--- config.mk ---
export PLATFORM = sky130hd
export DESIGN_NAME = input_capture_channel
export DESIGN_NICKNAME = d
export VERILOG_FILES = /design/src/verilog/capture_pkg.sv /design/src/verilog/capture_edge_detect.sv /design/src/verilog/capture_fifo.sv /design/src/verilog/input_capture_channel.sv
export SDC_FILE = /design/constraint.sdc
export NUM_CORES = 1
export LEC_CHECK = 0
export ABC_AREA = 1
export BUFFER_PORTS_ARGS = -buffer_cell sky130_fd_sc_hd__buf_2
export CAP_MARGIN = 25
export CORE_AREA = 2 2 142 144
export DETAILED_ROUTE_END_ITERATION = 6
export DIE_AREA = 0 0 144 146
export MAX_ROUTING_LAYER = met4
export PLACE_DENSITY_LB_ADDON = 0.15
export SYNTH_ARGS = -nofsm -noshare
export SYNTH_HDL_FRONTEND = slang
export SYNTH_SLANG_ARGS = --single-unit
--- constraint.sdc ---
create_clock -name pclk -period 2.9 [get_ports pclk]
set_input_delay 0.29 -clock pclk [delete_from_list [all_inputs] [get_ports pclk]]
set_output_delay 0.29 -clock pclk [all_outputs]
set_load 0.02 [all_outputs]
--- src/verilog/capture_pkg.sv ---
// Package: register map, field layout, modes and reset values of the capture channel
package capture_pkg;
  localparam logic [7:0]  ctrl_offset        = 8'h00;
  localparam logic [7:0]  fifo_offset        = 8'h04;
  localparam logic [7:0]  status_offset      = 8'h08;
  localparam logic [7:0]  int_status_offset  = 8'h0c;
  localparam logic [7:0]  int_mask_offset    = 8'h10;
  localparam logic [7:0]  timer_offset       = 8'h14;
  // capture_control field positions
  localparam int          mode_lsb           = 0;
  localparam int          first_rise_bit     = 3;
  localparam int          int_count_lsb      = 5;
  localparam int          timer32_bit        = 7;
  localparam int          timer_sel_bit      = 8;
  localparam int          enable_bit         = 15;
  localparam logic [31:0] ctrl_reset         = 32'h0000_0000;
  localparam logic [31:0] ctrl_write_mask    = 32'h0000_81ef;
  // Interrupt status bit positions
  localparam int          irq_thresh_bit     = 0;
  localparam int          irq_event_bit      = 1;
  localparam int          irq_ovf_bit        = 2;
  localparam logic [2:0]  irq_reset          = 3'h0;
  localparam int          fifo_depth         = 4;
  localparam logic [1:0]  div4_last          = 2'h3;
  localparam logic [3:0]  div16_last         = 4'hf;
  typedef enum logic [2:0] {
    mode_off, mode_every_edge, mode_fall, mode_rise,
    mode_div4, mode_div16, mode_first_edge, mode_int_only
  } mode_type;
endpackage : capture_pkg

--- src/verilog/capture_edge_detect.sv ---
// Pin synchroniser and edge detector for the capture input
module capture_edge_detect (
  input  wire logic pclk,        // Bus clock
  input  wire logic presetn,     // Async reset, active low
  input  wire logic pin,         // Asynchronous pin level
  output logic      level,       // Synchronised level
  output logic      rise,        // One-cycle rising edge pulse
  output logic      fall         // One-cycle falling edge pulse
);
  logic meta_q;
  logic sync_q;
  logic last_q;

  always_ff @(posedge pclk or negedge presetn) begin
    if (!presetn) begin
      meta_q <= 1'b0;
      sync_q <= 1'b0;
      last_q <= 1'b0;
    end else begin
      meta_q <= pin;
      sync_q <= meta_q;
      last_q <= sync_q;
    end
  end

  assign level = sync_q;
  assign rise  = sync_q & ~last_q;
  assign fall  = ~sync_q & last_q;
endmodule : capture_edge_detect

--- src/verilog/capture_fifo.sv ---
// Four-entry capture FIFO with occupancy count
module capture_fifo (
  input  wire logic        pclk,     // Bus clock
  input  wire logic        presetn,  // Async reset, active low
  input  wire logic        push,     // Store wdata
  input  wire logic [31:0] wdata,    // Captured value
  input  wire logic        pop,      // Drop oldest entry
  input  wire logic        flush,    // Empty the buffer
  output logic      [31:0] rdata,    // Oldest entry
  output logic      [2:0]  count     // Entries held
);
  import capture_pkg::*;
  logic [31:0] mem_q [fifo_depth];
  logic [1:0]  wr_q;
  logic [1:0]  rd_q;
  logic [2:0]  count_q;
  logic        do_push;
  logic        do_pop;

  assign do_push = push && (count_q != 3'(fifo_depth));
  assign do_pop  = pop && (count_q != 3'h0);

  always_ff @(posedge pclk or negedge presetn) begin
    if (!presetn) begin
      for (int i = 0; i < fifo_depth; i++) mem_q[i] <= 32'h0000_0000;
    end else if (do_push) begin
      mem_q[wr_q] <= wdata;
    end
  end

  always_ff @(posedge pclk or negedge presetn) begin
    if (!presetn) begin
      wr_q    <= 2'h0;
      rd_q    <= 2'h0;
      count_q <= 3'h0;
    end else if (flush) begin
      wr_q    <= 2'h0;
      rd_q    <= 2'h0;
      count_q <= 3'h0;
    end else begin
      if (do_push) wr_q <= wr_q + 2'h1;
      if (do_pop) rd_q <= rd_q + 2'h1;
      count_q <= count_q + 3'(do_push) - 3'(do_pop);
    end
  end

  assign rdata = mem_q[rd_q];
  assign count = count_q;
endmodule : capture_fifo

--- src/verilog/input_capture_channel.sv ---
// Input capture channel: pin edge modes, time base select, FIFO, interrupts, APB
//
// Chosen here: the APB interface to the registers and the address map.
module input_capture_channel (
  input  wire logic        pclk,              // Peripheral bus clock, 10 MHz
  input  wire logic        presetn,           // Async reset, active low
  input  wire logic        psel,              // APB select
  input  wire logic        penable,           // APB access phase
  input  wire logic        pwrite,            // APB write
  input  wire logic [7:0]  paddr,             // APB byte address
  input  wire logic [31:0] pwdata,            // APB write data
  output logic      [31:0] prdata,            // APB read data
  output logic             pready,            // APB ready
  output logic             pslverr,           // APB error, unmapped address
  input  wire logic        capture_input_pin, // External capture pin
  input  wire logic [15:0] first_time_base,   // Timer A count
  input  wire logic [15:0] second_time_base,  // Timer B count
  input  wire logic        cpu_sleep,         // CPU in Sleep or Idle
  output logic             irq,               // Level interrupt
  output logic             wake               // Wake request pulse
);
  import capture_pkg::*;

  logic [31:0] ctrl_q;
  logic [2:0]  int_stat_q;
  logic [2:0]  int_mask_q;
  logic        overflow_q;
  logic        armed_q;
  logic [3:0]  pre_q;
  logic [31:0] prdata_q;
  logic        pready_q;
  logic        pslverr_q;
  logic        irq_q;
  logic        wake_q;
  logic        level;
  logic        rise;
  logic        fall;
  logic [31:0] fifo_data;
  logic [2:0]  fifo_count;
  logic        wr_en;
  logic        rd_en;
  logic        setup;
  logic        capture;
  logic        pin_event;
  logic        fifo_pop;
  logic        flush;
  logic [31:0] time_value;
  logic [2:0]  set_bits;
  logic        thresh_hit;
  mode_type    mode;
  logic        enabled;
  logic        bus_take;
  logic [2:0]  clear_bits;
  logic [31:0] ctrl_d;
  logic [2:0]  int_mask_d;
  logic [31:0] status_word;

  function automatic logic addr_hit(input logic [7:0] a, input logic [7:0] off);
    return a == off;
  endfunction : addr_hit

  // Every mapped word answers; anything else is refused
  function automatic logic addr_mapped(input logic [7:0] a);
    return addr_hit(a, ctrl_offset) || addr_hit(a, fifo_offset)
        || addr_hit(a, status_offset) || addr_hit(a, int_status_offset)
        || addr_hit(a, int_mask_offset) || addr_hit(a, timer_offset);
  endfunction : addr_mapped

  capture_edge_detect u_edge (
    .pclk    (pclk),
    .presetn (presetn),
    .pin     (capture_input_pin),
    .level   (level),
    .rise    (rise),
    .fall    (fall)
  );

  assign enabled = ctrl_q[enable_bit];
  assign mode    = mode_type'(ctrl_q[mode_lsb +: 3]);
  // Time base mux; cascaded form puts the second timer in the upper half
  always_comb begin
    time_value = {16'h0000, first_time_base};
    if (ctrl_q[timer32_bit]) begin
      time_value = {second_time_base, first_time_base};
    end else if (ctrl_q[timer_sel_bit]) begin
      time_value = {16'h0000, second_time_base};
    end
  end

  // Qualifying event per mode
  always_comb begin
    capture   = 1'b0;
    pin_event = 1'b0;
    if (enabled) begin
      case (mode)
        mode_off:        capture = 1'b0;
        mode_every_edge: capture = rise | fall;
        mode_fall:       capture = fall;
        mode_rise:       capture = rise;
        mode_div4:       capture = rise && pre_q[1:0] == div4_last;
        mode_div16:      capture = rise && pre_q == div16_last;
        mode_first_edge: begin
          if (armed_q) capture = rise | fall;
          else capture = ctrl_q[first_rise_bit] ? rise : fall;
        end
        mode_int_only:   pin_event = cpu_sleep && (rise | fall);
        default:         capture = 1'b0;
      endcase
    end
  end

  // Prescaler restarts whenever the channel is disabled or in neither counting mode; a switch between div4 and div16 keeps its count
  always_ff @(posedge pclk or negedge presetn) begin
    if (!presetn) begin
      pre_q <= 4'h0;
    end else if (!enabled || (mode != mode_div4 && mode != mode_div16)) begin
      pre_q <= 4'h0;
    end else if (rise) begin
      pre_q <= pre_q + 4'h1;
    end
  end

  // Arming restarts whenever the channel leaves the first-edge mode
  always_ff @(posedge pclk or negedge presetn) begin
    if (!presetn) begin
      armed_q <= 1'b0;
    end else if (!enabled || mode != mode_first_edge) begin
      armed_q <= 1'b0;
    end else if (capture) begin
      armed_q <= 1'b1;
    end
  end

  assign setup = psel && !penable;
  assign wr_en = psel && penable && pwrite && pready_q;
  assign rd_en = psel && penable && !pwrite && pready_q;
  assign fifo_pop = rd_en && addr_hit(paddr, fifo_offset);
  // Disabling the channel drops stale captures
  assign flush = !enabled;

  capture_fifo u_fifo (
    .pclk    (pclk),
    .presetn (presetn),
    .push    (capture),
    .wdata   (time_value),
    .pop     (fifo_pop),
    .flush   (flush),
    .rdata   (fifo_data),
    .count   (fifo_count)
  );

  // Count threshold field holds entries minus one
  assign thresh_hit = capture
                   && (fifo_count == {1'b0, ctrl_q[int_count_lsb +: 2]});

  always_comb begin
    set_bits = 3'h0;
    set_bits[irq_thresh_bit] = thresh_hit && fifo_count != 3'(fifo_depth);
    set_bits[irq_event_bit]  = capture | pin_event;
    set_bits[irq_ovf_bit]    = capture && fifo_count == 3'(fifo_depth);
  end

  // Only implemented control bits take write data; the rest read as zero
  always_comb begin
    ctrl_d = ctrl_q;
    if (wr_en && addr_hit(paddr, ctrl_offset)) begin
      ctrl_d = pwdata & ctrl_write_mask;
    end
  end

  always_ff @(posedge pclk or negedge presetn) begin
    if (!presetn) begin
      ctrl_q <= ctrl_reset;
    end else begin
      ctrl_q <= ctrl_d;
    end
  end

  always_comb begin
    int_mask_d = int_mask_q;
    if (wr_en && addr_hit(paddr, int_mask_offset)) begin
      int_mask_d = pwdata[2:0];
    end
  end

  always_ff @(posedge pclk or negedge presetn) begin
    if (!presetn) begin
      int_mask_q <= irq_reset;
    end else begin
      int_mask_q <= int_mask_d;
    end
  end

  // Software clears by writing ones
  always_comb begin
    clear_bits = 3'h0;
    if (wr_en && addr_hit(paddr, int_status_offset)) begin
      clear_bits = pwdata[2:0];
    end
  end

  // Set wins over write-one-to-clear in the same cycle
  always_ff @(posedge pclk or negedge presetn) begin
    if (!presetn) begin
      int_stat_q <= irq_reset;
    end else begin
      int_stat_q <= (int_stat_q & ~clear_bits) | set_bits;
    end
  end

  // Overflow holds until the buffer is read, or the channel is disabled
  always_ff @(posedge pclk or negedge presetn) begin
    if (!presetn) begin
      overflow_q <= 1'b0;
    end else if (set_bits[irq_ovf_bit]) begin
      overflow_q <= 1'b1;
    end else if (fifo_pop || flush) begin
      overflow_q <= 1'b0;
    end
  end

  // New sets feed the level directly, so the interrupt lags its event by one cycle
  always_ff @(posedge pclk or negedge presetn) begin
    if (!presetn) begin
      irq_q <= 1'b0;
    end else begin
      irq_q <= |((int_stat_q | set_bits) & int_mask_q);
    end
  end

  always_ff @(posedge pclk or negedge presetn) begin
    if (!presetn) begin
      wake_q <= 1'b0;
    end else begin
      wake_q <= cpu_sleep && (capture || pin_event);
    end
  end

  // One wait state: ready in the second access cycle
  assign bus_take = setup || (psel && penable && !pready_q);

  always_ff @(posedge pclk or negedge presetn) begin
    if (!presetn) begin
      pready_q <= 1'b0;
    end else if (bus_take) begin
      pready_q <= psel && penable;
    end else begin
      pready_q <= 1'b0;
    end
  end

  // Error rises in the first access cycle, one cycle ahead of ready, and drops with it
  always_ff @(posedge pclk or negedge presetn) begin
    if (!presetn) begin
      pslverr_q <= 1'b0;
    end else if (bus_take) begin
      pslverr_q <= !addr_mapped(paddr);
    end else begin
      pslverr_q <= 1'b0;
    end
  end

  // Live pin level sits above the arming flag for software polling
  assign status_word = {26'h0, level, armed_q, overflow_q, fifo_count};

  // Read word is taken before the pop that the same access causes
  always_ff @(posedge pclk or negedge presetn) begin
    if (!presetn) begin
      prdata_q <= 32'h0000_0000;
    end else if (bus_take) begin
      case (paddr)
        ctrl_offset:       prdata_q <= ctrl_q;
        fifo_offset:       prdata_q <= fifo_data;
        status_offset:     prdata_q <= status_word;
        int_status_offset: prdata_q <= {29'h0, int_stat_q};
        int_mask_offset:   prdata_q <= {29'h0, int_mask_q};
        timer_offset:      prdata_q <= time_value;
        default:           prdata_q <= 32'h0000_0000;
      endcase
    end
  end

  assign prdata  = prdata_q;
  assign pready  = pready_q;
  assign pslverr = pslverr_q;
  assign irq     = irq_q;
  assign wake    = wake_q;
endmodule : input_capture_channel

# Yosys cells after proc, flatten, opt, wreduce, memory -nomap -nowiden
# Cells that the tools add are included.
# totals
elab_cells,136
output_inout_bits,36
ff_bits,195
in_bits,79
# op_classes
n_eq_ne,22
n_mux,29
bitwise,13
add_sub_neg,5
n_lt_le_gt_ge,3
n_reduce_logical,43
# op_table
operator,n
one-hot mux 32 bit (6 select lines),1
bitwise mux 128 bit,1
two-way mux 32 bit,4
binary-select mux 32 bit (select 2 bit),1
demux 32 bit (select 2 bit),1
logical AND 1 bit,22
"== test 8 x 4 -> 1 bit, second input constant",2
"== test 8 x 5 -> 1 bit, second input constant",2
two-way mux 16 bit,1
"== test 3 bit, second input constant",5
"!= test 3 bit, second input constant",4
two-way mux 1 bit,11
logical OR 1 bit,10
"== test 8 x 3 -> 1 bit, second input constant",1
zero test 8 bit,1
two-way mux 2 bit,4
two-way mux 4 bit,2
bitwise AND 3 bit,2
"== test 3 x 2 -> 1 bit, second input constant",2
"greater-or-equal comparator 3 bit, second input constant",2
two-way mux 3 bit,2
inverter 2 -> 3 bit,2
bitwise OR 3 bit,2
one-hot mux 1 bit (6 select lines),1
18 further kinds,29

# Depth between registers and ports, before layout
# depth
depth_word,11
mapped_depth,15
mapped_depth_nobuf,14

# Cells and area by module
# A second synthesis with hierarchy kept.
# unflattened
hier_cells,1294
area_unflattened_um2,10049.6
# modules_own_cells
mod,cells_per_inst,seq_area_each_um2,n_inst,area_per_inst_um2
capture_fifo,808,3378.2,1,6550.0
input_capture_channel,479,1426.4,1,3409.5
capture_edge_detect,7,75.1,1,90.1

# Worst setup path before layout
# No wires, ideal clock.
# synth_path
path_kind,register to register
from,"register u_edge.sync_q, in the netlist u_edge.level"
to,"register u_fifo.count_q[2], in the netlist u_fifo.count[2]"
path_stages_with_launch,16
path_slack_ns,0.592
path_buffers,1
t_required_ns,2.778
synth_period_minus_slack_ns,2.308
t_arrival_ns,2.187
setup_time_ns,0.122
path_cell_list,dfrtp_1 -> inv_1 -> ha_1 -> nand2_1 -> inv_1 -> nor2_1 -> nand2_1 -> nand3_2 -> nand3_4 -> buf_4 -> inv_1 -> ha_1 -> inv_1 -> fa_1 -> xor2_1 -> nor2_1
# synth_via
elab_chain_cells,10
elab_cells_between_ends,14
cone_classes,add/sub (2); mux (5); bitwise (4); reduce/logical (3)
# synth_lines
item,line_no,text
from (decl),capture_edge_detect.sv:11,logic sync_q;
from (signal assigned),capture_edge_detect.sv:21,sync_q <= meta_q;
inverter 1 bit,capture_edge_detect.sv:28,assign fall = ~sync_q & last_q;
bitwise AND 1 bit,capture_edge_detect.sv:28,
two-way mux 1 bit or bitwise OR 1 bit (tied branches),"input_capture_channel.sv:104, input_capture_channel.sv:97, input_capture_channel.sv:103",
two-way mux 1 bit,input_capture_channel.sv:103,if (armed_q) capture = rise | fall;
one-hot mux 1 bit (6 select lines) (*),input_capture_channel.sv:95,case (mode)
two-way mux 1 bit (*),input_capture_channel.sv:94,if (enabled) begin
logical AND 1 bit (*),capture_fifo.sv:20,assign do_push = push && (count_q != 3'(fifo_depth));
adder 3 x 1 -> 3 bit (*),capture_fifo.sv:43,count_q <= count_q + 3'(do_push) - 3'(do_pop);
subtractor 3 x 1 -> 3 bit (*),capture_fifo.sv:43,
two-way mux 3 bit (*),capture_fifo.sv:36,end else if (flush) begin
to (signal assigned),capture_fifo.sv:43,
to (decl),capture_fifo.sv:16,logic [2:0] count_q;
# Every way passes the cells marked *; elsewhere a longest branch is shown, timed or not.
# A chain may end at the register's enable or synchronous reset.

# Worst setup path after layout
# layout_path
from,"register u_edge.sync_q, in the netlist u_edge.level"
to,register u_fifo.mem_q[96] (netlist name)
# layout_via
elab_chain_cells,7
elab_cells_between_ends,11
cone_classes,mux (4); bitwise (4); reduce/logical (3)
# layout_lines
item,line_no,text
inverter 1 bit,capture_edge_detect.sv:28,
bitwise AND 1 bit,capture_edge_detect.sv:28,
two-way mux 1 bit or bitwise OR 1 bit (tied branches),"input_capture_channel.sv:104, input_capture_channel.sv:97, input_capture_channel.sv:103",
two-way mux 1 bit,input_capture_channel.sv:103,
one-hot mux 1 bit (6 select lines) (*),input_capture_channel.sv:95,
two-way mux 1 bit (*),input_capture_channel.sv:94,
logical AND 1 bit (*),capture_fifo.sv:20,
"to (signal, indexed assignment)",capture_fifo.sv:27,mem_q[wr_q] <= wdata;
to (decl),capture_fifo.sv:13,logic [31:0] mem_q [fifo_depth];
# Marked as above.

==> flow_metrics.tcl <==
set metrics [dict create \
    status "complete, no violations" \
    skew_ps 8.91 \
    power.internal_uw 3970 \
    boundaryPins 115 \
    cp_slowest_stage_delay_ps 890 \
    hold_viol_final 0 \
    max_freq_mhz 368 \
    synthCells 1226 \
    antenna_found_initial 0 \
    synth_compound_gate_area_share_pct 17.6 \
    crit_family "simple AND/OR/NAND/NOR gates" \
    core_area_mm2 0.0193 \
    clkLatencyLatePin_ps 440 \
    cts_tree "built" \
    viasPerCell 5.47 \
    gp_congestion 0.903 \
    synth_top_family_by_area "simple AND/OR/NAND/NOR gates" \
    rows 51 \
    worstPathRequired_ps 3170 \
    yosys.area_share.simple_pct 22.2 \
    path_clk_slew_ps 70 \
    wl_per_cell_um 17.8 \
    setup_tns_ps 0 \
    fin_nets 1381 \
    async_flop_share_pct 100 \
    p_per_area_mw_per_mm2 484 \
    synth.top_cell.area_share_pct 50.9 \
    hold_slack_ps 82.6 \
    grt.total_usage_pct 28.5 \
    yosys_warnings 0 \
    cp-start-kind "register" \
    vias 8590 \
    max_slew_margin_pct 30.1 \
    die_x_um 144 \
    ctsHtreeMaxLevel 4 \
    drive_gt1_share_pct 12.9 \
    synth-xor-area-share_pct 0.548 \
    cap_viol_max_count 0 \
    vdd_drop_max_mv 0.497 \
    clock-sinks 195 \
    p_sw_share_pct 24.6 \
    critPathKind "reg2reg" \
    clock_power_share_pct 42.0 \
    setup_viol 0 \
    wl_met2_um 13100 \
    grt_pass1_wl_um 45100 \
    avgSynthCellArea_um2 7.82 \
    io_buffer_count 91 \
    postLayoutCellArea_mm2 0.0109 \
    yosys.area_share.adder_pct 1.51 \
    drt_first_pass_iters 5 \
    cts_max_path_buffers 2 \
    synth_area_mm2 0.00959 \
    p_comb_share_pct 5.7 \
    crit_chain "inv_1 > ha_1 > inv_1 > nand3_1 > nand3_1 > nand2_1 > nand3_2 > nand3_4 > nor2_4 > o21ai_0" \
    yosysUniqueCellTypes 38 \
    synthesis.nets 1316 \
    p_seq_share_pct 52.3 \
    wl_met1_um 12700 \
    period_minus_slack_ps 2720 \
    cts_buffers 17 \
    grt_start_max_net_pins 73 \
    cts_root_buffer "clkbuf_16" \
    drtIter0Drc 713 \
    finalCoreUtilization_pct 56.4 \
    top_layer "met4" \
    worst_path_max_delay_cell "nor2_4" \
    grt_pass1_vias 8305 \
    synth_flop_cell "dfrtp_1" \
    antenna_cells 0 \
    worst_pin_slew_ps 1050 \
    min_period_over_period_pct 93.8 \
    synth_edf_count 0 \
    yosysTopAreaCell "dfrtp_1" \
    wirelength_um 27900 \
    hp-class "in2reg" \
    synth-seq-cells 195 \
    wl_met3_um 1570 \
    fill_cells 1871 \
    start_util_pct 49.6 \
    dp_hpwl_um 17300 \
    ys_seq_area_share_pct 50.9 \
    rsz0062_at_grt "no" \
    placed_area_mm2 0.0103 \
    drv_slew 0 \
    syn2layout_area_growth_pct 13.8 \
    crit_buf_inv 2 \
    critPathMaxFanout 35 \
    grt-ovfl-total 0 \
    dieArea_mm2 0.0210 \
    route.detailed.drc 0 \
    power.leakage_uw 0.00451 \
    synth_area_leaders "dfrtp_1 (51%), nand2_1 (16%), o21ai_0 (7.7%), o21ai_1 (4.8%), nor2_1 (3.1%)" \
    cp-end-kind "register" \
    die_y_um 146 \
    synthMuxAreaShare_pct 0.587 \
    crit_arrival_ps 2990 \
    ant_nets 0 \
    p_switching_uw 1300 \
]
## power by group through the flow
stage                     clock network, µW  registers (µW)  logic [µW]
after CTS                              2240            2760         304
after global routing                   2350            2760         340
after global placement                    0            2810         299
after floorplan                           0            2820         126
after detailed placement                  0            2810         300
final                                  2210            2760         301
## logic make-up after synthesis
kind of cell / count (synthesis)
compound gates: 315
xor+xnor: 6
fa+ha+maj: 11
buf+inv: 157
flops: 195
mux: 5
simple gates: 537
## Yosys cell counts (5+ instances only)
master      n
nand3_1    32
clkbuf_1   45
nand2_1   405
buf_2      31
nor2_1     80
ha_1       10
o21ai_0   148
a21oi_1    15
inv_1      77
a22oi_1    22
mux2_2      5
o21ai_1    92
o22ai_1    28
dfrtp_1   195
## stage by stage
step,setup slack [ps],std cells,power (µW)
finish,179,1569,5270
global route,22.8,1569,5450
CTS,161,1568,5310
detailed placement,173,1534,3110
global placement,192,1534,3110
floorplan,592,1226,2940
## state kept, by name (all words and copies together), names as in the netlist, 2 cells and up
register,cells
ctrl_q,9
int_mask_q,3
int_stat_q,3
prdata,32
pre_q,4
u_fifo.count,3
u_fifo.mem_q,128
u_fifo.rd_q,2
u_fifo.wr_q,2
## cell type report
| cell class | count | area [µm²] | share of cell area, % |
|---|---|---|---|
| Clock buffer | 21 | 460 | 4.22 |
| Clock inverter | 11 | 80.1 | 0.734 |
| Inverter | 79 | 297 | 2.72 |
| Multi-Input combinational cell | 874 | 4080 | 37.4 |
| Sequential cell | 195 | 4880 | 44.8 |
| Tap cell | 265 | 332 | 3.04 |
| Timing Repair Buffer | 124 | 774 | 7.10 |
## cells in the final DEF, fill, tap and decap left out, drive strengths merged
cell type    netlist  final
fa                 1      1
a21oi             15     15
nand3             34     34
and3               1      1
dlygate4sd3        0      2
a31oi              3      3
o31ai              1      1
xnor2              2      2
nand2            405    405
a2111oi            1      1
a22oi             22     22
nor3               5      5
clkinvlp           0      4
ha                10     10
xor2               4      4
nor2              84     84
clkinv             0      5
clkbuf            45     22
nor3b              1      1
nand4              4      4
or2                2      2
o21ai            240    240
buf               33    121
dfrtp            195    195
o22ai             28     28
a21boi             1      1
mux2               5      5
o211ai             3      3
a211oi             1      1
inv               79     81
nand3b             1      1
## final timing paths
kind | start | endpoint | slack [ps] | cells after the start
min in group asynchronous | presetn | u_fifo.mem_q[103] | 400 | 2
setup / recovery | u_edge.level | u_fifo.mem_q[96] | 180 | 10
setup reg to reg | u_edge.level | u_fifo.mem_q[96] | 180 | 10
hold reg to reg | u_edge.meta_q | u_edge.level | 360 | 0
hold / removal | penable | pready | 80 | 3
max in group asynchronous | presetn | u_fifo.mem_q[27] | 1740 | 3
## worst register-to-register path, delay by kind of cell, from the launching register on
kind | cells | cell delay, ps
AO/OA/AOI/OAI | 1 | 170
adder cells (fa/ha/maj) | 1 | 320
buffers and inverters | 2 | 170
flip-flops | 1 | 400
AND/OR/NAND/NOR | 6 | 1500
## timing repair
item / 4_1_cts / 5_1_grt
hold buffers: 2 / 0
hold endpoints to repair: 59 / 0
gates resized for setup: 0 / 0
buffers inserted: 0 / 0
## layer usage
layer  global-route usage, %  vias to the layer above
met1                    39.2                     4140
li1                        -                     4132
met4                    9.02                        0
met3                    3.75                       41
met2                    43.9                      277
met5                       -                        -
Power figures use the tool's default switching activity.
